File: src/rhp_pkg.sv
// Package: root hub port status register map, field positions and timing counts
package rhp_pkg;

    // ************************************************************
    // Command codes and sizes
    // ************************************************************
    localparam logic [7:0]  CMD_PORT1_READ  = 8'h15;
    localparam logic [7:0]  CMD_PORT2_READ  = 8'h16;
    localparam logic [7:0]  CMD_PORT1_WRITE = 8'h95;
    localparam logic [7:0]  CMD_PORT2_WRITE = 8'h96;
    localparam int          DOWNSTREAM_PORT_COUNT = 2;
    localparam logic [31:0] PORT_REG_RESET  = 32'h0000_0000;

    // ************************************************************
    // Field positions (status word and change word)
    // ************************************************************
    localparam int BIT_CONNECTED     = 0;
    localparam int BIT_ENABLED       = 1;
    localparam int BIT_SUSPENDED     = 2;
    localparam int BIT_OVERCURRENT   = 3;
    localparam int BIT_RESET_ACTIVE  = 4;
    localparam int BIT_POWER_ON      = 8;
    localparam int BIT_SLOW_DEVICE   = 9;
    localparam int BIT_CONNECT_CHG   = 16;
    localparam int BIT_ENABLE_CHG    = 17;
    localparam int BIT_RESUME_DONE   = 18;
    localparam int BIT_OVERCUR_CHG   = 19;
    localparam int BIT_RESET_DONE    = 20;
    // Write-side command bits sharing status positions
    localparam int BIT_CLEAR_ENABLE  = 0;
    localparam int BIT_SET_ENABLE    = 1;
    localparam int BIT_SET_SUSPEND   = 2;
    localparam int BIT_CLEAR_SUSPEND = 3;
    localparam int BIT_SET_RESET     = 4;
    localparam int BIT_SET_POWER     = 8;
    localparam int BIT_CLEAR_POWER   = 9;

    // ************************************************************
    // Timing
    // ************************************************************
    localparam int CLK_HZ          = 20_000_000;
    localparam int RESET_TIME_MS   = 10;
    localparam int RESYNC_TIME_MS  = 3;
    localparam int RESET_CYCLES    = RESET_TIME_MS * (CLK_HZ / 1000);
    localparam int RESYNC_CYCLES   = RESYNC_TIME_MS * (CLK_HZ / 1000);

    // Pending register write carried from the command decoder to a port
    typedef struct packed {
        logic        valid;
        logic [31:0] data;
    } rhp_write_type;

endpackage : rhp_pkg

File: src/rhp_port.sv
// One downstream port: status bits, sticky change flags and timers
`timescale 1ns/1ns
module rhp_port #(
    parameter int RESET_CYCLES  = rhp_pkg::RESET_CYCLES,
    parameter int RESYNC_CYCLES = rhp_pkg::RESYNC_CYCLES
) (
    input  wire logic                   clk,
    input  wire logic                   rst,
    input  wire rhp_pkg::rhp_write_type wr,
    input  wire logic                   xact_busy,
    input  wire logic                   connect_in,
    input  wire logic                   slow_in,
    input  wire logic                   overcurrent_in,
    input  wire logic                   enable_lost,
    input  wire logic                   resume_eop_done,
    input  wire logic                   fixed_device,
    output logic [31:0]                 root_port_state_reg
);

    // ************************************************************
    // Deferred write holding
    // ************************************************************
    rhp_pkg::rhp_write_type held_reg;
    logic [31:0] cmd;
    logic        apply;
    logic        port_connected_reg;
    logic        port_enabled_reg;
    logic        port_suspended_reg;
    logic        port_reset_active_reg;
    logic        port_power_on_reg;
    logic        oc_reg;
    logic        resyncing_reg;
    logic [31:0] timer_reg;
    logic        reset_done_flag_reg;
    logic        overcurrent_change_flag_reg;
    logic        resume_done_flag_reg;
    logic        enable_change_flag_reg;
    logic        connect_change_flag_reg;
    logic        connect_event;
    logic        reset_finish;
    logic        resume_finish;
    logic        probe_while_empty;

    // A write is parked while a transaction runs, then applied once
    always_ff @(posedge clk)
    begin
        if (rst)
            held_reg <= '0;
        else if (wr.valid && xact_busy)
            held_reg <= wr;
        else if (!xact_busy)
            held_reg <= '0;
    end

    assign apply = !xact_busy && (wr.valid || held_reg.valid);
    assign cmd   = wr.valid ? wr.data : held_reg.data;

    assign connect_event = connect_in != port_connected_reg;
    assign reset_finish  = port_reset_active_reg && timer_reg == 32'(RESET_CYCLES - 1);
    assign resume_finish = resyncing_reg && timer_reg == 32'(RESYNC_CYCLES - 1);
    assign probe_while_empty = apply && !port_connected_reg
        && (cmd[rhp_pkg::BIT_SET_RESET] || cmd[rhp_pkg::BIT_SET_ENABLE]
            || cmd[rhp_pkg::BIT_SET_SUSPEND]);

    // ************************************************************
    // Port state
    // ************************************************************
    always_ff @(posedge clk)
    begin
        if (rst || !port_power_on_reg)
        begin
            port_connected_reg    <= 1'b0;
            port_enabled_reg      <= 1'b0;
            port_suspended_reg    <= 1'b0;
            port_reset_active_reg <= 1'b0;
            resyncing_reg         <= 1'b0;
            timer_reg             <= 32'h0;
        end
        else
        begin
            port_connected_reg <= connect_in;
            if (port_reset_active_reg || resyncing_reg)
                timer_reg <= timer_reg + 32'h1;
            if (reset_finish)
            begin
                port_reset_active_reg <= 1'b0;
                port_enabled_reg      <= 1'b1;
                timer_reg             <= 32'h0;
            end
            if (resume_eop_done && port_suspended_reg)
            begin
                resyncing_reg <= 1'b1;
                timer_reg     <= 32'h0;
            end
            if (resume_finish)
            begin
                resyncing_reg      <= 1'b0;
                port_suspended_reg <= 1'b0;
            end
            if (apply && port_connected_reg)
            begin
                if (cmd[rhp_pkg::BIT_SET_RESET])
                begin
                    port_reset_active_reg <= 1'b1;
                    timer_reg             <= 32'h0;
                end
                if (cmd[rhp_pkg::BIT_SET_ENABLE])
                    port_enabled_reg <= 1'b1;
                if (cmd[rhp_pkg::BIT_CLEAR_ENABLE])
                    port_enabled_reg <= 1'b0;
                if (cmd[rhp_pkg::BIT_SET_SUSPEND])
                    port_suspended_reg <= 1'b1;
            end
            // Hardware loss of enable outranks any write in the same cycle
            if (enable_lost || connect_event || overcurrent_in)
                port_enabled_reg <= 1'b0;
        end
    end

    // Power: an overcurrent onset wins over a set-power write
    always_ff @(posedge clk)
    begin
        if (rst)
            port_power_on_reg <= 1'b0;
        else if (overcurrent_in && !oc_reg)
            port_power_on_reg <= 1'b0;
        else if (apply && cmd[rhp_pkg::BIT_CLEAR_POWER])
            port_power_on_reg <= 1'b0;
        else if (apply && cmd[rhp_pkg::BIT_SET_POWER])
            port_power_on_reg <= 1'b1;
    end

    always_ff @(posedge clk)
    begin
        if (rst)
            oc_reg <= 1'b0;
        else
            oc_reg <= overcurrent_in;
    end

    // ************************************************************
    // Sticky change flags: a set outranks a write-one clear
    // ************************************************************
    always_ff @(posedge clk)
    begin
        if (rst)
        begin
            reset_done_flag_reg         <= 1'b0;
            overcurrent_change_flag_reg <= 1'b0;
            resume_done_flag_reg        <= 1'b0;
            enable_change_flag_reg      <= 1'b0;
            connect_change_flag_reg     <= 1'b0;
        end
        else
        begin
            if (reset_finish)
                reset_done_flag_reg <= 1'b1;
            else if (apply && cmd[rhp_pkg::BIT_RESET_DONE])
                reset_done_flag_reg <= 1'b0;

            if (overcurrent_in != oc_reg)
                overcurrent_change_flag_reg <= 1'b1;
            else if (apply && cmd[rhp_pkg::BIT_OVERCUR_CHG])
                overcurrent_change_flag_reg <= 1'b0;

            if (reset_finish)
                resume_done_flag_reg <= 1'b0;
            else if (resume_finish)
                resume_done_flag_reg <= 1'b1;
            else if (apply && cmd[rhp_pkg::BIT_RESUME_DONE])
                resume_done_flag_reg <= 1'b0;

            // Only hardware causes count; write-driven disable is excluded
            if (port_enabled_reg && port_power_on_reg
                && (enable_lost || connect_event || overcurrent_in))
                enable_change_flag_reg <= 1'b1;
            else if (apply && cmd[rhp_pkg::BIT_ENABLE_CHG])
                enable_change_flag_reg <= 1'b0;

            if (fixed_device ? reset_finish
                             : (connect_event && port_power_on_reg))
                connect_change_flag_reg <= 1'b1;
            else if (probe_while_empty)
                connect_change_flag_reg <= 1'b1;
            else if (apply && cmd[rhp_pkg::BIT_CONNECT_CHG])
                connect_change_flag_reg <= 1'b0;
        end
    end

    // ************************************************************
    // Read image: state low half, change flags high half
    // ************************************************************
    always_ff @(posedge clk)
    begin
        if (rst)
            root_port_state_reg <= rhp_pkg::PORT_REG_RESET;
        else
        begin
            root_port_state_reg <= rhp_pkg::PORT_REG_RESET;
            // State other than overcurrent is gated by power so the cycle in which power drops never
            // shows stale state bits beside a cleared power bit
            root_port_state_reg[rhp_pkg::BIT_CONNECTED]    <= port_connected_reg
                                                              && port_power_on_reg;
            root_port_state_reg[rhp_pkg::BIT_ENABLED]      <= port_enabled_reg
                                                              && port_power_on_reg;
            root_port_state_reg[rhp_pkg::BIT_SUSPENDED]    <= port_suspended_reg
                                                              && port_power_on_reg;
            root_port_state_reg[rhp_pkg::BIT_OVERCURRENT]  <= oc_reg;
            root_port_state_reg[rhp_pkg::BIT_RESET_ACTIVE] <= port_reset_active_reg
                                                              && port_power_on_reg;
            root_port_state_reg[rhp_pkg::BIT_POWER_ON]     <= port_power_on_reg;
            root_port_state_reg[rhp_pkg::BIT_SLOW_DEVICE]  <= slow_in && port_connected_reg
                                                              && port_power_on_reg;
            root_port_state_reg[rhp_pkg::BIT_CONNECT_CHG]  <= connect_change_flag_reg;
            root_port_state_reg[rhp_pkg::BIT_ENABLE_CHG]   <= enable_change_flag_reg;
            root_port_state_reg[rhp_pkg::BIT_RESUME_DONE]  <= resume_done_flag_reg;
            root_port_state_reg[rhp_pkg::BIT_OVERCUR_CHG]  <= overcurrent_change_flag_reg;
            root_port_state_reg[rhp_pkg::BIT_RESET_DONE]   <= reset_done_flag_reg;
        end
    end

endmodule : rhp_port

File: src/rhp_root_hub.sv
// Top: root hub port status registers behind the command-code port
`timescale 1ns/1ns
// Overview of operation
// - A port write during a transaction is held until the transaction ends.
// - Commands 15h/16h read ports one/two; 95h/96h write them.
// - One status register per downstream port, two ports.
// - Low half shows port state; high half shows change flags.
// - Reset-done flag sets when the 10 ms port reset ends.
// - Writing one clears a change flag; writing zero leaves it.
// - Overcurrent change flag sets whenever the overcurrent indicator changes.
// - Resume-done flag sets after resume pulse, slow EOP and 3 ms resync.
// - Resume-done flag is cleared when reset-done flag sets.
// - Enable change flag sets only on hardware disable, never on writes.
// - Connect change flag sets on every powered attach or detach of a non-fixed port.
// - Reset, enable or suspend write with nothing attached sets connect change.
// - Fixed-device port sets connect change only after a port reset or a reset, enable or suspend write with nothing attached.
// - Port power clears when overcurrent is detected.
module rhp_root_hub #(
    parameter int RESET_CYCLES  = rhp_pkg::RESET_CYCLES,
    parameter int RESYNC_CYCLES = rhp_pkg::RESYNC_CYCLES
) (
    input  wire logic        clk,
    input  wire logic        rst,
    input  wire logic        cmd_valid,
    input  wire logic [7:0]  cmd_code,
    input  wire logic [31:0] cmd_wdata,
    input  wire logic [1:0]  xact_busy,
    input  wire logic [1:0]  connect_in,
    input  wire logic [1:0]  slow_in,
    input  wire logic [1:0]  overcurrent_in,
    input  wire logic [1:0]  enable_lost,
    input  wire logic [1:0]  resume_eop_done,
    input  wire logic [1:0]  fixed_device_mask,
    output logic [31:0]      rdata,
    output logic             rdata_valid
);

    // ************************************************************
    // Per-port instances
    // ************************************************************
    logic [31:0] image [rhp_pkg::DOWNSTREAM_PORT_COUNT];
    logic        is_read;

    genvar p;
    generate
        for (p = 0; p < rhp_pkg::DOWNSTREAM_PORT_COUNT; p++)
        begin : g_port
            rhp_pkg::rhp_write_type wr;
            // One assign for the whole carrier keeps it a single driver
            assign wr = {cmd_valid && cmd_code == (rhp_pkg::CMD_PORT1_WRITE + 8'(p)),
                         cmd_wdata};
            rhp_port #(
                .RESET_CYCLES  (RESET_CYCLES),
                .RESYNC_CYCLES (RESYNC_CYCLES)
            ) u_port (
                .clk                 (clk),
                .rst                 (rst),
                .wr                  (wr),
                .xact_busy           (xact_busy[p]),
                .connect_in          (connect_in[p]),
                .slow_in             (slow_in[p]),
                .overcurrent_in      (overcurrent_in[p]),
                .enable_lost         (enable_lost[p]),
                .resume_eop_done     (resume_eop_done[p]),
                .fixed_device        (fixed_device_mask[p]),
                .root_port_state_reg (image[p])
            );
        end
    endgenerate

    // ************************************************************
    // Read return, one cycle after the command
    // ************************************************************
    assign is_read = cmd_valid && (cmd_code == rhp_pkg::CMD_PORT1_READ
                                   || cmd_code == rhp_pkg::CMD_PORT2_READ);

    always_ff @(posedge clk)
    begin
        if (rst)
        begin
            rdata       <= 32'h0;
            rdata_valid <= 1'b0;
        end
        else
        begin
            rdata_valid <= is_read;
            if (cmd_valid && cmd_code == rhp_pkg::CMD_PORT1_READ)
                rdata <= image[0];
            else if (cmd_valid && cmd_code == rhp_pkg::CMD_PORT2_READ)
                rdata <= image[1];
        end
    end

endmodule : rhp_root_hub

File: config.mk
export PLATFORM = sky130hd
export DESIGN_NAME = rhp_root_hub
export DESIGN_NICKNAME = d
export VERILOG_FILES = /design/src/rhp_pkg.sv /design/src/rhp_port.sv /design/src/rhp_root_hub.sv
export SDC_FILE = /design/constraint.sdc
export NUM_CORES = 1
export LEC_CHECK = 0
export BUFFER_PORTS_ARGS = -buffer_cell sky130_fd_sc_hd__buf_4
export CORE_MARGIN = 1
export CORE_UTILIZATION = 45
export CTS_CLUSTER_SIZE = 16
export DETAILED_ROUTE_END_ITERATION = 10
export PLACE_DENSITY = 0.76
export SYNTH_ARGS = -nofsm -noshare
export SYNTH_HDL_FRONTEND = slang
export SYNTH_SLANG_ARGS = --single-unit
File: constraint.sdc
create_clock -name clk -period 5 [get_ports clk]
set_input_delay 0.75 -clock clk [delete_from_list [all_inputs] [get_ports clk]]
set_output_delay 0.75 -clock clk [all_outputs]
set_load 0.01 [all_outputs]
==> metrics <==
Die W 122 um; Max Freq 344 MHz; Least-Margin Pin Slew 1.16 ns; post-DR wirelength/cell 14.4 um; Worst-Skew Late Latency 0.42 ns; ys flop type dfxtp_1; setup_tns 0 ns; arrival time worst endpoint 3.17 ns; core area 0.0139 mm2; CTS HTree Levels 4; max FFs per register 64; DR vias 5121; DR pass1 iterations 7; most frequent cells in the layout dfxtp_1, nor2_1, nand2_1, xor2_1, buf_4; RSZ-0062 raised after global routing false; Synth cell types 57; CTS buffer count 17; Seq/Total Area, Yosys 0.462; clock slew at reported path FFs 0.06 ns; number of global-route vias before repair 4580; worst vdd ir 0.251 mV; HP Start g_port[0].u_port.oc_reg$_SDFF_PP0_; Rows 43; n_diodes 0; Post-Syn Instances 727; clock root buffer clkbuf_16; share of cells above drive strength 1 0.127; post-route ant nets 0; Setup CP Type input pin to flip-flop; grt total ovfl 0; global-route wire length before repair 22400 um; CP startpoint kind input pin; detailed-route DRC error count 0; CP Max Fanout 32; Crit path required time 5.26 ns; HP Class flip-flop to flip-flop; Initial Utilization 0.463; Hold Slack 0.451 ns; Setup violations, final 0; routability cong. 0.829; initial antenna violation count 0; post-route clock period utilization 0.581; Leak Pwr 2.67 nW; hpwl dp 9590 um; via/cell ratio 5.35; Die Area 0.0148 mm2; Yosys reg bits 149; hold depth 2; DRT iter0 DRCs 379; pwr dens 332 mW/mm2; post-detailed-routing wire length 13800 um; Worst R2R Path Depth 5; final core utilization 0.530; hold-fix buffers at CTS 0; CTS sink cnt 149; maxcap violations 0; I/O pin count 90; R2R setup slack 2.17 ns; worst r2r src g_port[1].u_port.timer_reg[14]$_SDFF_PP0_; Die Y 122 um; post-route setup slack 2.09 ns; Post-synth ARST share 0; CTS Buffer Depth 2; Synth warnings 0; average size of a mapped cell 8.87 um2; # port buffers 48; Worst setup EP type flip-flop; Synth Cell Area 0.00645 mm2; CTS tree yes; Slew Limit Fails 0; cts repair resizes 0; area grow syn2layout 14.6%; status finished, final reports clean; Post-synth EDFFs 0; GRT Total Usage 0.195; Final min period 2.91 ns; largest net degree at the start of global routing 43; Worst R2R End g_port[1].u_port.timer_reg[10]$_SDFF_PP0_; Hold Path Sink g_port[0].u_port.root_port_state_reg[3]$_SDFF_PP0_; commonest non-fill, non-tap cell in the layout dfxtp_1; worst-case clock skew 0.00751 ns; fin nets 825; DP Worst Slack 1.65 ns; Rel. slew slack 0.225; Hold Fails Final Rpt 0; setup repair bufs after CTS 0
[cells in the mapped netlist, types with 4 or more instances]
cell      instances  area, um2
clkbuf_1         23       86.3
a211oi_1         14        105
dfxtp_1         149       2980
inv_1            14       52.6
xor2_1           55        482
a21oi_1          26        130
nor3_1           14       70.1
nand3_1          34        170
and2_1            6       37.5
o21ai_0          13       65.1
buf_6             4       45.0
and4_1            5       43.8
buf_4            20        150
and3_1           12       75.1
a22oi_1           4       30.0
nand2_1          64        240
mux2i_1          22        220
or4_1             4       30.0
xnor2_1           8       70.1
nor2b_1          16        100
nor2_1          112        420
ha_1              4       50.1
nor4_1           15       93.8
nand4_1          26        163
buf_2             5       25.0
[layout make-up]
| cell class | instances | area, um2 |
|---|---|---|
| Fill cell | 1234 | 6540 |
| Clock inverter | 11 | 103 |
| Timing Repair Buffer | 52 | 390 |
| Sequential cell | 149 | 2980 |
| Tap cell | 180 | 225 |
| Clock buffer | 21 | 460 |
| Multi-Input combinational cell | 530 | 3180 |
| Inverter | 14 | 52.6 |
[worst max-delay path by stage]
stage          depth (start not counted)  slack (ns)         from                                         to
2_1_floorplan                          5        2.68  cmd_code[0]                     rdata[16]$_SDFFE_PP0P_
3_3_place_gp                           7        1.76  cmd_code[0]   g_port[1].u_port.timer_reg[6]$_SDFF_PP0_
3_5_place_dp                           7        1.65  cmd_code[0]  g_port[1].u_port.timer_reg[10]$_SDFF_PP0_
4_1_cts                                7        2.09  cmd_code[0]  g_port[1].u_port.timer_reg[10]$_SDFF_PP0_
5_1_grt                                7        1.80  cmd_code[0]  g_port[1].u_port.timer_reg[10]$_SDFF_PP0_
6_report                               7        2.09  cmd_code[0]  g_port[1].u_port.timer_reg[10]$_SDFF_PP0_
[critical path: stages]
cell	delay (ns)
buf_4	0.12
nor4bb_1	0.55
and3_1	0.25
buf_4	0.23
mux2i_1	0.29
a211o_1	0.82
nor2_1	0.14
[stage by stage]
| stage | power (mW) | std cells | cell area, um2 |
|---|---|---|---|
| final | 2.46 | 957 | 7390 |
| after detailed placement | 1.28 | 925 | 6830 |
| after global placement | 1.28 | 925 | 6830 |
| after CTS | 2.47 | 957 | 7390 |
| after floorplan | 1.26 | 746 | 6520 |
| after global routing | 2.53 | 957 | 7390 |
[where the power goes]
group | switching (mW) | internal, mW | total (mW)
Clock | 0.490 | 0.710 | 1.20
Combinational | 0.0366 | 0.0268 | 0.0634
Sequential | 0.00145 | 1.19 | 1.19
Total | 0.528 | 1.93 | 2.46
[cells by family after synthesis]
kind of cell / synth area share
flip-flops: 0.462
AO/OA/AOI/OAI: 0.0846
other: 0.000581
multiplexers: 0.0376
AND/OR/NAND/NOR: 0.265
buffers and inverters: 0.0562
XOR/XNOR: 0.0855
adder cells (fa/ha/maj): 0.00776
[metal layers]
| layer | track usage | part of all wire |
|---|---|---|
| met1 | 0.260 | 0.47 |
| met3 | 0.0581 | 0.058 |
| met2 | 0.292 | 0.45 |
| met4 | 0.0787 | 0.021 |
| met5 | 0 | 0 |
(Power assumes the default switching activity.)
